--- src/common/pmc_pkg.sv ---
// Behaviour
// (RULE1) control bit 15 self-clearing full device reset; the code reloads only the control register
// (RULE2) control bit 14 enables loopback, default 0
// (RULE3) bit 13 speed 100 default; bit 8 duplex
// (RULE4) control bit 12 enables autonegotiation, default 1
// (RULE5) control bit 11 powerdown, default 0, readable
// (RULE6) bit 10 port off; default from straps all-ones
// (RULE7) bit 9 restarts autonegotiation, clears when done
// (RULE8) control bit 7 enables collision test
// (RULE9) status 15..11 fixed ability bits, T4 zero
// (RULE10) status bit 6 zero: preamble always needed
// (RULE11) status bit 5 shows acknowledge complete
// (RULE12) status bit 4 latches interrupt or remote fault
// (RULE13) status bit 2 link, latches low on loss
// (RULE14) status bit 1 jabber, latches high until read
// (RULE15) status bits 3 and 0 always one
// (RULE16) register data shifted bit 15 first
// (RULE17) latched bits release only after status read
package pmc_pkg;

	// ----------------------------------------------------------------
	// register map
	// ----------------------------------------------------------------
	localparam logic [4:0]  PMC_REG_CONTROL   = 5'h00;
	localparam logic [4:0]  PMC_REG_STATUS    = 5'h01;
	localparam logic [15:0] PMC_CTRL_DEFAULT  = 16'h3400;
	localparam logic [4:0]  PMC_STRAPS_ALL_ON = 5'h1F;
	localparam logic [15:0] PMC_STATUS_CONST  = 16'h7809;
	localparam int          PMC_ST_ACK_BIT    = 5;
	localparam int          PMC_ST_FAULT_BIT  = 4;
	localparam int          PMC_ST_LINK_BIT   = 2;
	localparam int          PMC_ST_JAB_BIT    = 1;

	// ----------------------------------------------------------------
	// management frame
	// ----------------------------------------------------------------
	localparam logic [5:0]  PMC_PREAMBLE_BITS = 6'h20;
	localparam logic [5:0]  PMC_HDR_BITS      = 6'h0D;
	localparam logic [5:0]  PMC_DATA_BITS     = 6'h10;
	localparam logic [1:0]  PMC_OP_READ       = 2'h2;
	localparam logic [1:0]  PMC_OP_WRITE      = 2'h1;

	// ----------------------------------------------------------------
	// timing
	// ----------------------------------------------------------------
	localparam int          PMC_CLK_MHZ        = 125;
	localparam int          PMC_SOFT_RESET_NS  = 2000;
	localparam logic [9:0]  PMC_SOFT_RESET_CYC =
		10'((PMC_SOFT_RESET_NS * PMC_CLK_MHZ + 999) / 1000);

	// ----------------------------------------------------------------
	// carriers
	// ----------------------------------------------------------------
	typedef struct packed {
		logic       reset;
		logic       loopback_enable;
		logic       speed_100;
		logic       autoneg_enable;
		logic       power_down;
		logic       controller_port_off;
		logic       autoneg_restart;
		logic       full_duplex_select;
		logic       collision_test_enable;
		logic [6:0] spare;
	} pmc_ctrl_t;

	typedef struct packed {
		logic link_fail;
		logic jabber;
		logic interrupt_detect;
		logic partner_remote_fault;
		logic autoneg_ack_done;
	} pmc_live_t;

	typedef enum logic [3:0] {
		PMC_S_PRE  = 4'h1,
		PMC_S_HDR  = 4'h2,
		PMC_S_TA   = 4'h4,
		PMC_S_DATA = 4'h8
	} pmc_frame_state_t;

endpackage

--- src/rtl/pmc_mgmt_serial.sv ---
`timescale 1ns/1ns
module pmc_mgmt_serial
	import pmc_pkg::*;
(
	input  wire logic        clk,
	input  wire logic        resetn,
	input  wire logic        bit_tick,
	input  wire logic        serial_in,
	input  wire logic [4:0]  phy_addr,
	input  wire logic [15:0] rd_data,
	output logic      [4:0]  reg_addr,
	output logic      [15:0] wr_data,
	output logic             wr_stb,
	output logic             rd_take,
	output logic             serial_out,
	output logic             serial_oe
);

	pmc_frame_state_t state_r;
	logic [5:0]       cnt_r;
	logic [15:0]      shift_r;
	logic             is_read_r;
	logic [12:0]      hdr_w;

	// start bit, opcode, phy address, register address
	assign hdr_w = {shift_r[11:0], serial_in};

	// ----------------------------------------------------------------
	// frame walker, one step per rising management clock
	// ----------------------------------------------------------------
	always_ff @(posedge clk or negedge resetn)
	begin
		if (!resetn)
		begin
			state_r    <= PMC_S_PRE;
			cnt_r      <= 6'h00;
			shift_r    <= 16'h0000;
			is_read_r  <= 1'b0;
			reg_addr   <= 5'h00;
			wr_data    <= 16'h0000;
			wr_stb     <= 1'b0;
			rd_take    <= 1'b0;
			serial_out <= 1'b0;
			serial_oe  <= 1'b0;
		end
		else
		begin
			wr_stb  <= 1'b0;
			rd_take <= 1'b0;
			if (bit_tick)
			begin
				unique case (state_r)
					PMC_S_PRE:
					begin
						// no suppressed preamble: a full run of ones each frame
						if (serial_in)
						begin
							if (cnt_r != PMC_PREAMBLE_BITS)
								cnt_r <= cnt_r + 6'h01; // see RULE10
						end
						else if (cnt_r == PMC_PREAMBLE_BITS)
						begin
							state_r <= PMC_S_HDR;
							cnt_r   <= 6'h00;
						end
						else
							cnt_r <= 6'h00;
					end
					PMC_S_HDR:
					begin
						shift_r <= {shift_r[14:0], serial_in};
						cnt_r   <= cnt_r + 6'h01;
						if (cnt_r == PMC_HDR_BITS - 6'h01)
						begin
							cnt_r <= 6'h00;
							if (hdr_w[12] && hdr_w[9:5] == phy_addr &&
								(hdr_w[11:10] == PMC_OP_READ || hdr_w[11:10] == PMC_OP_WRITE))
							begin
								state_r   <= PMC_S_TA;
								is_read_r <= (hdr_w[11:10] == PMC_OP_READ);
								reg_addr  <= hdr_w[4:0];
							end
							else
								state_r <= PMC_S_PRE;
						end
					end
					PMC_S_TA:
					begin
						cnt_r <= cnt_r + 6'h01;
						if (cnt_r == 6'h00)
						begin
							if (is_read_r)
							begin
								serial_oe  <= 1'b1;
								serial_out <= 1'b0;
								rd_take    <= 1'b1;
								shift_r    <= rd_data;
							end
						end
						else
						begin
							state_r <= PMC_S_DATA;
							cnt_r   <= 6'h00;
							if (is_read_r)
							begin
								serial_out <= shift_r[15]; // see RULE16
								shift_r    <= {shift_r[14:0], 1'b0};
							end
						end
					end
					PMC_S_DATA:
					begin
						cnt_r <= cnt_r + 6'h01;
						if (is_read_r)
						begin
							if (cnt_r == PMC_DATA_BITS - 6'h01)
							begin
								serial_oe  <= 1'b0;
								serial_out <= 1'b0;
								state_r    <= PMC_S_PRE;
								cnt_r      <= 6'h00;
							end
							else
							begin
								serial_out <= shift_r[15]; // see RULE16
								shift_r    <= {shift_r[14:0], 1'b0};
							end
						end
						else
						begin
							shift_r <= {shift_r[14:0], serial_in}; // see RULE16
							if (cnt_r == PMC_DATA_BITS - 6'h01)
							begin
								wr_data <= {shift_r[14:0], serial_in};
								wr_stb  <= 1'b1;
								state_r <= PMC_S_PRE;
								cnt_r   <= 6'h00;
							end
						end
					end
					default:
					begin
						state_r <= PMC_S_PRE;
						cnt_r   <= 6'h00;
					end
				endcase
			end
		end
	end

endmodule // pmc_mgmt_serial

--- src/rtl/pmc_regs.sv ---
`timescale 1ns/1ns
module pmc_regs
	import pmc_pkg::*;
(
	input  wire logic       clk,
	input  wire logic       resetn,
	input  wire logic       mdc,
	input  wire logic       mdio_i,
	output logic            mdio_o,
	output logic            mdio_oe,
	input  wire logic [4:0] mgmt_addr_straps,
	input  wire pmc_live_t  live,
	input  wire logic       autoneg_restart_done,
	output pmc_ctrl_t       ctrl_o
);

	localparam int RST_MAX = 300;

	logic [6:0]  sync1_r;
	logic [6:0]  sync2_r;
	logic        mdc_d_r;
	logic        mdc_rise;
	logic [4:0]  straps_s;
	logic [1:0]  strap_cnt_r;
	logic        strap_load;
	pmc_ctrl_t   ctrl_r;
	logic [9:0]  rst_cnt_r;
	logic        fault_r;
	logic        jab_r;
	logic        link_r;
	logic        fault_d_r;
	logic        jab_d_r;
	logic        link_d_r;
	logic        fault_live;
	logic        link_live;
	logic [4:0]  reg_addr;
	logic [15:0] wr_data;
	logic        wr_stb;
	logic        rd_take;
	logic        ctrl_wr;
	logic        stat_rd;
	logic [15:0] status_word;
	logic [15:0] rd_data;

	function automatic pmc_ctrl_t pmc_defaults(input logic [4:0] straps);
		pmc_ctrl_t d;
		d = pmc_ctrl_t'(PMC_CTRL_DEFAULT);
		d.controller_port_off = (straps == PMC_STRAPS_ALL_ON);
		return d;
	endfunction

	// ----------------------------------------------------------------
	// pin synchronisers
	// ----------------------------------------------------------------
	always_ff @(posedge clk or negedge resetn)
	begin
		if (!resetn)
		begin
			sync1_r <= 7'h00;
			sync2_r <= 7'h00;
			mdc_d_r <= 1'b0;
		end
		else
		begin
			sync1_r <= {mgmt_addr_straps, mdio_i, mdc};
			sync2_r <= sync1_r;
			mdc_d_r <= sync2_r[0];
		end
	end

	assign mdc_rise = sync2_r[0] & ~mdc_d_r;
	assign straps_s = sync2_r[6:2];

	// straps are sampled only once the synchroniser has filled
	always_ff @(posedge clk or negedge resetn)
	begin
		if (!resetn)
			strap_cnt_r <= 2'h0;
		else if (strap_cnt_r != 2'h3)
			strap_cnt_r <= strap_cnt_r + 2'h1;
	end

	assign strap_load = (strap_cnt_r == 2'h2);

	// ----------------------------------------------------------------
	// serial frame engine
	// ----------------------------------------------------------------
	pmc_mgmt_serial u_serial (
		.clk        (clk),
		.resetn     (resetn),
		.bit_tick   (mdc_rise),
		.serial_in  (sync2_r[1]),
		.phy_addr   (straps_s),
		.rd_data    (rd_data),
		.reg_addr   (reg_addr),
		.wr_data    (wr_data),
		.wr_stb     (wr_stb),
		.rd_take    (rd_take),
		.serial_out (mdio_o),
		.serial_oe  (mdio_oe)
	);

	// writes are dropped while the soft reset runs
	assign ctrl_wr = wr_stb && reg_addr == PMC_REG_CONTROL && !ctrl_r.reset;
	assign stat_rd = rd_take && reg_addr == PMC_REG_STATUS;

	// ----------------------------------------------------------------
	// control register
	// ----------------------------------------------------------------
	always_ff @(posedge clk or negedge resetn)
	begin
		if (!resetn)
		begin
			ctrl_r    <= pmc_ctrl_t'(PMC_CTRL_DEFAULT);
			rst_cnt_r <= 10'h000;
		end
		else
		begin
			if (strap_load)
				ctrl_r.controller_port_off <= (straps_s == PMC_STRAPS_ALL_ON); // see RULE6
			if (autoneg_restart_done)
				ctrl_r.autoneg_restart <= 1'b0; // see RULE7
			if (ctrl_r.reset)
			begin
				rst_cnt_r <= rst_cnt_r - 10'h001;
				if (rst_cnt_r == 10'h001)
					ctrl_r <= pmc_defaults(straps_s); // see RULE1
			end
			if (ctrl_wr)
			begin
				// see RULE2, see RULE3, see RULE4, see RULE5, see RULE8
				ctrl_r <= pmc_ctrl_t'(wr_data);
				// writing zero must not abort a restart in flight
				ctrl_r.autoneg_restart <= wr_data[9] |
					(ctrl_r.autoneg_restart & ~autoneg_restart_done); // see RULE7
				if (wr_data[15])
					rst_cnt_r <= PMC_SOFT_RESET_CYC; // see RULE1
			end
		end
	end

	assign ctrl_o = ctrl_r;

	// ----------------------------------------------------------------
	// latched status, a new event beats the read release
	// ----------------------------------------------------------------
	assign fault_live = live.interrupt_detect | live.partner_remote_fault;
	assign link_live  = ~live.link_fail;

	// a read reports the flags as they stood before its capture edge;
	// only what was reported may be released, or an event is lost unseen
	always_ff @(posedge clk or negedge resetn)
	begin
		if (!resetn)
		begin
			fault_d_r <= 1'b0;
			jab_d_r   <= 1'b0;
			link_d_r  <= 1'b0;
		end
		else
		begin
			fault_d_r <= fault_r;
			jab_d_r   <= jab_r;
			link_d_r  <= link_r;
		end
	end

	always_ff @(posedge clk or negedge resetn)
	begin
		if (!resetn)
		begin
			fault_r <= 1'b0;
			jab_r   <= 1'b0;
			link_r  <= 1'b0;
		end
		else
		begin
			fault_r <= fault_live | (fault_r & ~(stat_rd & fault_d_r)); // see RULE12, see RULE17
			jab_r   <= live.jabber | (jab_r & ~(stat_rd & jab_d_r)); // see RULE14, see RULE17
			link_r  <= link_live & (link_r | (stat_rd & ~link_d_r)); // see RULE13, see RULE17
		end
	end

	// ----------------------------------------------------------------
	// read mux, unmapped addresses read zero
	// ----------------------------------------------------------------
	always_comb
	begin
		status_word = PMC_STATUS_CONST; // see RULE9, see RULE10, see RULE15
		status_word[PMC_ST_ACK_BIT]   = live.autoneg_ack_done; // see RULE11
		status_word[PMC_ST_FAULT_BIT] = fault_r;
		status_word[PMC_ST_LINK_BIT]  = link_r;
		status_word[PMC_ST_JAB_BIT]   = jab_r;
		unique case (reg_addr)
			PMC_REG_CONTROL: rd_data = ctrl_r;
			PMC_REG_STATUS:  rd_data = status_word;
			default:         rd_data = 16'h0000;
		endcase
	end
endmodule // pmc_regs

--- config.mk ---
export PLATFORM = sky130hd
export DESIGN_NAME = pmc_regs
export DESIGN_NICKNAME = d
export VERILOG_FILES = /design/src/common/pmc_pkg.sv /design/src/rtl/pmc_mgmt_serial.sv /design/src/rtl/pmc_regs.sv
export SDC_FILE = /design/constraint.sdc
export NUM_CORES = 1
export LEC_CHECK = 0
export ABC_AREA = 0
export BUFFER_PORTS_ARGS = -buffer_cell sky130_fd_sc_hd__buf_2
export CAP_MARGIN = 30
export CORE_MARGIN = 2
export CORE_UTILIZATION = 44
export DETAILED_ROUTE_END_ITERATION = 8
export MAX_ROUTING_LAYER = met4
export PLACE_DENSITY = 0.59
export SKIP_CTS_REPAIR_TIMING = 1
export SYNTH_ARGS = -nofsm -noshare
export SYNTH_HDL_FRONTEND = slang
export SYNTH_SLANG_ARGS = --single-unit
--- constraint.sdc ---
create_clock -name clk -period 4.4 [get_ports clk]
set_clock_uncertainty 0.15 [all_clocks]
set_input_delay 0.66 -clock clk [delete_from_list [all_inputs] [get_ports clk]]
set_output_delay 0.66 -clock clk [all_outputs]
set_load 0.01 [all_outputs]
---- Word-level counts from Yosys, hierarchy flattened ----
Cells that the tools add are included.
storage, ports and cells
  bits in registers ....................... 101
  input bits .............................. 15
  output and inout port bits .............. 18
  word-level logic and storage cells ...... 148
operators by class
  add/subtract/negate cells ............... 3
  eq/ne operators ......................... 26
  multiplexer cells ....................... 47
  bitwise logic cells ..................... 20
  reduce and logical (&&, ||, !) cells .... 21
operators by type and width
  cell                     count
  $mux W16                 8
  $pmux W16 S3             1
  $pmux W16 S2             1
  $mux W10                 3
  $mux W6                  5
  $pmux W6 S4              1
  $mux W4                  5
  $mux W1                  19
  $pmux W4 S4              1
  $reduce_and A4 Y1        4
  $eq A6 B4 Y1 const B     2
  $ne A2 B1 Y1 const B     6
  $reduce_and A6 Y1        2
  $eq A10 B1 Y1 const B    1
  $sub A10 B1 Y10 const B  1
  $and A1 B1 Y1            8
  $not A1 Y1               7
  $add A6 B1 Y6 const B    1
  $eq A6 B6 Y1 const B     1
  $logic_not A6 Y1         1
  $ne A2 B2 Y1 const B     3
  $ne A6 B6 Y1 const B     1
  $reduce_bool A2 Y1       3
  $eq A5 B1 Y1 const B     1
  20 further kinds         31

---- Longest topological paths before layout ----
Gate-level depths: netlist (run 1).
  depth after elaboration ................. 6
  mapped depth ............................ 8
  depth with buffers taken out ............ 7

---- Cells and area by module ----
A second synthesis (run 1) with hierarchy kept.
unflattened totals
  cell total of the unflattened synthesis .. 425
  area total of the unflattened synthesis .. 4561.9 um^2
modules (own cells, without submodules)
  module           instances  cells an instance  area an instance (um^2)
  pmc_mgmt_serial  1          232                2503.7
  pmc_regs         1          193                2058.2

---- Worst setup path before layout (run 1) ----
Ideal clock, no wire load.
  kind .................................... register -> register
  from .................................... reg u_serial.cnt_r[0]
  to ...................................... reg u_serial.shift_r[12]
  library setup time ...................... 0.065 ns
  arrival time ............................ 2.074 ns
  data required time ...................... 4.185 ns
  setup slack ............................. 2.111 ns
  cell stages (with the launch flop) ...... 9
  buffers on the path ..................... 2
  clock period less this slack ............ 2.289 ns
  path through ............................ dfrtp_1 -> inv_1 -> ha_1 -> or4b_1 -> or3_1 -> buf_2 -> buf_1 -> o21ai_1 -> mux2_4
on the way
  longest elaborated chain between the ends .. 3
  elaborated cells between the ends (all ways) .. 6
RTL lines
  element                                                                    line                                           RTL
  start: declaration                                                         pmc_mgmt_serial.sv:20                          logic [5:0] cnt_r;
  start signal: assignment                                                   pmc_mgmt_serial.sv:59                          cnt_r <= cnt_r + 6'h01;
  start signal: assignment                                                   pmc_mgmt_serial.sv:72                          cnt_r <= cnt_r + 6'h01;
  start signal: assignment                                                   pmc_mgmt_serial.sv:89                          cnt_r <= cnt_r + 6'h01;
  $eq A6 B4 Y1 / $logic_not A6 Y1 (equally long branches)                    pmc_mgmt_serial.sv:116, pmc_mgmt_serial.sv:90
  $ne A3 B3 Y1 (no source line) / $mux W16 (equally long branches)           --
  $reduce_and A4 Y1 (no source line) / $pmux W16 S3 (equally long branches)  --
  end signal: assignment                                                     pmc_mgmt_serial.sv:107                         shift_r <= {shift_r[14:0], 1'b0};
  end signal: assignment                                                     pmc_mgmt_serial.sv:126                         shift_r <= {shift_r[14:0], 1'b0};
  end signal: assignment                                                     pmc_mgmt_serial.sv:131                         shift_r <= {shift_r[14:0], serial_in};
  end: declaration                                                           pmc_mgmt_serial.sv:21                          logic [15:0] shift_r;
Several ways; a longest one is shown, not always the timed one.
A chain may end at the register's enable or synchronous reset.

---- Worst setup path after layout (run 1) ----
  from .................................... reg u_serial.state_r[1]
  to ...................................... reg u_serial.shift_r[13]
on the way
  longest elaborated chain between the ends .. 3
  elaborated cells between the ends (all ways) .. 8
RTL lines
  element                                                line                    RTL
  start: declaration                                     pmc_mgmt_serial.sv:19   pmc_frame_state_t state_r;
  start signal: assignment                               pmc_mgmt_serial.sv:35   state_r <= PMC_S_PRE;
  start signal: assignment                               pmc_mgmt_serial.sv:63   state_r <= PMC_S_HDR;
  start signal: assignment                               pmc_mgmt_serial.sv:79   state_r <= PMC_S_TA;
  $eq A4 B4 Y1 (tied with other cells)                   pmc_mgmt_serial.sv:52   unique case (state_r)
  $ne A3 B3 Y1 (no source line) (tied with other cells)  --
  $reduce_and A4 Y1 (no source line)                     --
  end signal: assignment                                 pmc_mgmt_serial.sv:71   shift_r <= {shift_r[14:0], serial_in};
  end signal: assignment                                 pmc_mgmt_serial.sv:97   shift_r <= rd_data;
  end signal: assignment                                 pmc_mgmt_serial.sv:107
Several ways; a longest one is shown, not always the timed one.

==> results of run 1 <==
[state kept, by name, indices dropped and copies added, names as in the netlist]
| signal | cells |
|---|---|
| u_serial.cnt_r | 6 |
| u_serial.rd_take | 1 |
| u_serial.wr_data | 16 |
| fault_r | 1 |
| u_serial.shift_r | 16 |
| sync2_r | 7 |
| u_serial.is_read_r | 1 |
| mdc_d_r | 1 |
| jab_r | 1 |
| ctrl_o | 16 |
| u_serial.wr_stb | 1 |
| jab_d_r | 1 |
| u_serial.serial_out | 1 |
| link_d_r | 1 |
| rst_cnt_r | 10 |
| sync1_r | 7 |
| fault_d_r | 1 |
| strap_cnt_r | 2 |
| link_r | 1 |
| u_serial.serial_oe | 1 |
| u_serial.state_r | 4 |
| u_serial.reg_addr | 5 |
[how the worst max path moves through the flow]
stage	from	endpoint	slack (ps)	depth (start not counted)
4_1_cts	u_serial.state_r[1]$_DFFE_PN0P_	u_serial.shift_r[12]$_DFFE_PN0P_	1570	5
5_1_grt	u_serial.state_r[1]$_DFFE_PN0P_	u_serial.shift_r[13]$_DFFE_PN0P_	1410	5
2_1_floorplan	u_serial.cnt_r[0]$_DFFE_PN0P_	u_serial.shift_r[12]$_DFFE_PN0P_	2110	8
3_5_place_dp	u_serial.state_r[1]$_DFFE_PN0P_	u_serial.shift_r[13]$_DFFE_PN0P_	1580	5
6_report	u_serial.state_r[1]$_DFFE_PN0P_	u_serial.shift_r[13]$_DFFE_PN0P_	1570	5
3_3_place_gp	u_serial.state_r[1]$_DFFE_PN0P_	u_serial.shift_r[13]$_DFFE_PN0P_	1650	5
[power by group through the flow]
stage	Combinational, mW	Sequential (mW)	Clock, mW
floorplan	0.303	1.09	0
global placement	0.330	1.14	0
detailed placement	0.337	1.14	0
CTS	0.337	1.13	0.609
global route	0.383	1.14	0.645
finish	0.337	1.12	0.585
[stage by stage]
stage                     utilization [%]  cell area, sq um  hold WS [ps]  setup WS [ps]  power [mW]
after floorplan                         -              4543         181.2           2111       1.393
after global placement              47.24              4811         182.6           1648       1.469
after detailed placement            47.24              4811         184.7           1584       1.479
after CTS                           49.19              5010         209.5           1568       2.072
after global routing                49.56              5047         202.6           1411       2.168
final                               49.56              5047         206.6           1572       2.047
[kinds of logic after synthesis]
family | Yosys count | synth area share [%]
AO/OA/AOI/OAI | 80 | 13.41
XOR/XNOR | 14 | 2.699
adder cells (fa/ha/maj) | 7 | 1.928
buffers and inverters | 35 | 3.745
flip-flops | 101 | 55.74
multiplexers | 33 | 8.510
AND/OR/NAND/NOR | 114 | 13.96
[cell type report]
cell class / instances / area (sq um) / area share, %
Tap cell: 136 / 170.2 / 3.371
Timing Repair Buffer: 41 / 252.7 / 5.007
Multi-Input combinational cell: 248 / 1841 / 36.47
Clock buffer: 11 / 151.4 / 3.000
Clock inverter: 5 / 47.55 / 0.9420
Sequential cell: 101 / 2532 / 50.17
Inverter: 14 / 52.55 / 1.041
[worst max-delay path: stages, from the launching register on]
cell and delay (ps):
dfrtp_1 490, nor4b_4 530, nor3_2 110, a2111oi_4 730
buf_4 370, mux2_4 320
[layout by cell type (no fill, tap or decap), types with 11 or more instances in the layout]
master     n
a22o_1    11
inv_1     14
buf_2     31
dfrtp_1   97
clkbuf_8  11
mux2_2    24
nor2_1    20
nand2_1   37
nand3_1   17
o21ai_0   16
[per-layer routing]
| metal | up-vias | global-route usage, % |
|---|---|---|
| li1 | 1434 | - |
| met1 | 1494 | 24.10 |
| met2 | 40 | 26.50 |
| met3 | 14 | 4.205 |
| met4 | 0 | 5.075 |
| met5 | - | - |
==> out/metrics.yaml, run 1 <==
holdPathEnd: "sync2_r[6]$_DFF_PN0_"
die_y_um: 105.6
clock_path_buffers: 2
drive_gt1_share_pct: 25.00
core.rowCount: 37
dr_wl_met3_um: 196
post_drt_wl_per_cell_um: 15.88
async_reset_ff_share_pct: 100.0
fill_cells: 973
antenna_cells: 0
worstPathMaxFanout: 16
via_count: 2982
switching_share_pct: 30.22
clock_power_share_pct: 28.6
place_inst: 538
drtIter0Drc: 142
portBuffers: 32
pin_count: 33
yosysWarnings: 0
grt_max_degree: 76
status: "complete, no violations"
finalHoldViolCount: 0
grt_pass1_wl_um: 14920
timing.rr.end: "u_serial.shift_r[13]$_DFFE_PN0P_"
ys_seq_elements: 101
fin_setup_tns_ps: 0
hp-start: "sync1_r[6]$_DFF_PN0_"
fmax_ghz: 0.3536
internal-power_mw: 1.428
ff2ff_path_depth: 5
critical_path_class: "register to register"
ant_nets: 0
initial_core_util_pct: 44.61
syn_nets: 406
dpl.hpwl_um: 6094
die_area_sq_mm: 0.01115
met2WireLength_um: 4155
place.gp.congestion: 0.7879
grt_pass1_vias: 2909
area_growth_pct: 11.10
core-area_sq_mm: 0.01018
path_clk_slew_ps: 110
detail_route.drc_violations: 0
overflow: 0
wl_um: 8827
avgSynthCellArea_sq_um: 11.83
finalCriticalPeriod_ps: 2828
antenna_found_initial: 0
syn-cell-area_sq_mm: 0.004543
combPwrFrac_pct: 16.5
min_path_type: "register to register"
power_density_mw_per_mm2: 405.5
top_layer_used: "met4"
fin_cells: 556
clock-root-buffer: "clkbuf_8"
synth_edf_count: 0
grt_usage_pct: 17.63
setup_viol: 0
die_width_um: 105.6
grt_setup_unrepaired: "no"
synth.top_cells.by_count: "dfrtp_1 (97), nand2_1 (37), mux2_2 (24)"
pwr-share-seq_pct: 55.0
synth.distinct_cells: 54
relSlewSlack_pct: 41.36
drt-vias-per-instance: 5.363
slew_violations: 0
route.layer.met1.wl_um: 4303
synth.most_common_cell: "dfrtp_1"
synth_area_leader_cell: "dfrtp_1"
cts.sinks: 101
nets: 437
endpoint_kind: "register"
cp-start-kind: "register"
clock_latency_ps: 360
r2r_slack_ps: 1570
power.switching_uw: 618.4
synth.area.top_cells: "dfrtp_1 (53%), mux2_2 (5.9%), nand2_1 (3.1%)"
arrival_ps: 2920
vdd_ir_drop_max_mv: 0.1970
maxCapViolCount: 0
drt_pass1_iterations: 4
yosysSeqAreaShare_pct: 55.74
worst_pin_slew_ps: 877.8
regToRegStartpoint: "u_serial.state_r[1]$_DFFE_PN0P_"
fin_crit_sh_pct: 64.27
p_leak_nw: 2.316
syn_inst: 384
hold_depth: 0
synth_top_area_share_pct: 53.43
cts.htree.levels: 3
required_ps: 4490
synth_ff_type: "dfrtp_1"
cts_buffers: 9
tritoncts: "yes"
(Power assumes the default switching activity.)
==> run 2: changes to the inputs <==
--- a/config.mk
+++ b/config.mk
@@ -5,14 +5,14 @@
 export SDC_FILE = /design/constraint.sdc
 export NUM_CORES = 1
 export LEC_CHECK = 0
-export ABC_AREA = 0
+export ABC_AREA = 1
 export BUFFER_PORTS_ARGS = -buffer_cell sky130_fd_sc_hd__buf_2
 export CAP_MARGIN = 30
 export CORE_MARGIN = 2
 export CORE_UTILIZATION = 44
 export DETAILED_ROUTE_END_ITERATION = 8
 export MAX_ROUTING_LAYER = met4
-export PLACE_DENSITY = 0.59
+export PLACE_DENSITY = 0.61
 export SKIP_CTS_REPAIR_TIMING = 1
 export SYNTH_ARGS = -nofsm -noshare
 export SYNTH_HDL_FRONTEND = slang
==> constraint.sdc (replaced) <==
create_clock -name clk -period 2.55 [get_ports clk]
set_clock_uncertainty 0.15 [all_clocks]
set_input_delay 0.3825 -clock clk [delete_from_list [all_inputs] [get_ports clk]]
set_output_delay 0.3825 -clock clk [all_outputs]
set_load 0.01 [all_outputs]
==> run 2 against run 1 <==
  * Non-clock buffer count up 5
  * Combinational power up 120%
  * Sequential share of layout area fell by 5.2 points
  * Largest cell class unchanged
  * Via count is 35% higher
  * Clock power increased by 130%
  * Critical endpoint is now ctrl_o[5]$_DFFE_PN0P_
  * Register-to-register slack got worse by 1000 ps
==> out/metrics.yaml, run 2 <==
multi_input_area_sq_mm: 0.002106
fin_crit_sh_pct: 79.02
yosysWarnings: 0
portBuffers: 32
grt_pass1_vias: 3918
die_area_sq_mm: 0.01219
cp-start-kind: "register"
crit_chain: "inv_1 -> nand3_1 -> nor2_2 -> inv_2 -> nand2_1 -> o22ai_1"
grt_setup_unrepaired: "no"
antenna_cells: 0
endpoint_kind: "register"
met2WireLength_um: 5544
synth_simple_gate_area_share_pct: 32.50
top_layer_used: "met4"
post_drt_wl_per_cell_um: 14.52
p_leak_nw: 2.903
dpl.hpwl_um: 8364
tritoncts: "yes"
syn-cell-area_sq_mm: 0.004981
finalHoldViolCount: 0
drive_gt1_share_pct: 16.90
core-area_sq_mm: 0.01094
synth_area_leader_cell: "dfrtp_1"
synth.distinct_cells: 38
grt_max_degree: 40
clock-root-buffer: "clkbuf_16"
drt-vias-per-instance: 5.144
synth_top_family_by_area: "simple AND/OR/NAND/NOR gates"
yosysSeqAreaShare_pct: 50.84
worst_pin_slew_ps: 604.9
arrival_ps: 2090
synth_mux_area_share_pct: 0
path_buf_inv: 2
clock_path_buffers: 2
slew_violations: 0
synth_ff_type: "dfrtp_1"
nets: 662
grt_pass1_wl_um: 19260
via_count: 4038
slowest_delay_ps: 520
clock_latency_ps: 350
avgSynthCellArea_sq_um: 8.343
drtIter0Drc: 241
synth.area.top_cells: "dfrtp_1 (49%), nand2_1 (15%), nand3_1 (5.0%)"
synth.most_common_cell: "nand2_1"
synth-xor-area-share_pct: 1.055
synth_top_area_share_pct: 48.73
crit_family: "simple AND/OR/NAND/NOR gates"
min_path_type: "input pin to register"
cts_buffers: 9
fmax_ghz: 0.4963
worstPathMaxFanout: 18
initial_core_util_pct: 45.55
antenna_found_initial: 0
vdd_ir_drop_max_mv: 0.5145
critical_path_class: "register to register"
final_common_cell: "nand2_1"
synth_edf_count: 0
ant_nets: 0
async_reset_ff_share_pct: 100.0
cpMaxStageDelayCell: "dfrtp_1"
wl_um: 11400
synthAdderAreaFrac_pct: 1.758
final_cell_mix: "nand2_1 (200), dfrtp_1 (97), inv_1 (52)"
grt_usage_pct: 21.26
drt_pass1_iterations: 5
finalCoreUtilization_pct: 51.54
overflow: 0
place.gp.congestion: 0.8311
area_growth_pct: 13.16
required_ps: 2630
cts.sinks: 101
syn_nets: 619
core.rowCount: 38
maxCapViolCount: 0
synth_compound_area_share_pct: 6.958
route.layer.met1.wl_um: 5166
fill_cells: 1045
detail_route.drc_violations: 0
power_density_mw_per_mm2: 694.0
fin_setup_tns_ps: 0
finalCriticalPeriod_ps: 2015
seq_area_sq_mm: 0.002532
syn_inst: 597
r2r_slack_ps: 530
setup_viol: 0
die_y_um: 110.4
die_width_um: 110.4
pin_count: 33
synth.top_cells.by_count: "nand2_1 (200), dfrtp_1 (97), inv_1 (52)"
hold_ws_ps: 23.92
relSlewSlack_pct: 59.56
cts.htree.levels: 3
ys_seq_elements: 101
dr_wl_met3_um: 544
status: "complete, no violations"
path_clk_slew_ps: 80
[run 2: cell count changes in the layout (fill, tap and decap cells not counted), sizes merged, moves of 7 or more]
| cell | change |
|---|---|
| nand2 | +172 |
| dlygate4sd3 | +7 |
| o21ai | +19 |
| a22o | -11 |
| a31oi | -10 |
| nand4 | +18 |
| nand3 | +40 |
| nor2 | +35 |
| inv | +48 |
| nor4b | -8 |
| mux2 | -30 |
| nor4 | -7 |
[run 2: where the power goes]
part	total (mW)	switching (mW)	internal, mW
Sequential	1.86	0.130	1.73
Combinational	0.731	0.488	0.243
Clock	1.32	0.642	0.682
Total	3.91	1.26	2.65
[run 2: logic make-up (layout without fill, tap and decap cells)]
family / count (synthesis) / count (layout)
AND/OR/NAND/NOR: 348 / 348
adder cells (fa/ha/maj): 7 / 7
buffers and inverters: 77 / 125
AO/OA/AOI/OAI: 58 / 58
flip-flops: 101 / 101
XOR/XNOR: 6 / 6
[run 2: worst reg2reg max path, stage by stage (launching register included)]
cell and delay, ps:
dfrtp_1 520, inv_1 120, nand3_1 210, nor2_2 390, inv_2 230, nand2_1 170
o22ai_1 100
[run 2: cell type report]
type | instances | share of cell area, %
Sequential cell | 101 | 44.93
Multi-Input combinational cell | 419 | 37.36
Timing Repair Buffer | 46 | 5.327
Inverter | 63 | 4.240
Clock buffer | 10 | 4.062
Tap cell | 140 | 3.108
Clock inverter | 6 | 0.9767
[run 2: routing by layer]
layer / vias to the layer above / global-route usage [%]
li1: 2005 / -
met1: 1928 / 26.75
met5: - / -
met2: 94 / 34.66
met4: 0 / 6.339
met3: 11 / 4.586
[run 2: per-stage QoR]
step	worst slack (ps)	power (mW)	cell area [sq um]	instances
5_1_grt	343.3	4.127	5637	785
6_report	535.0	3.912	5637	785
2_1_floorplan	930.3	2.398	4981	597
3_5_place_dp	535.7	2.613	5273	761
3_3_place_gp	562.7	2.601	5273	761
4_1_cts	517.2	3.936	5557	777
[run 2: worst paths after layout]
path	to	cells after the start	startpoint
max	ctrl_o[5]$_DFFE_PN0P_	6	u_serial.reg_addr[0]$_DFFE_PN0P_
min	link_r$_DFF_PN0_	2	live[4]
min reg2reg	sync2_r[3]$_DFF_PN0_	0	sync1_r[3]$_DFF_PN0_
max in group asynchronous	ctrl_o[10]$_DFF_PN1_	3	resetn
max reg2reg	ctrl_o[5]$_DFFE_PN0P_	6	u_serial.reg_addr[0]$_DFFE_PN0P_
min in group asynchronous	ctrl_o[5]$_DFFE_PN0P_	2	resetn
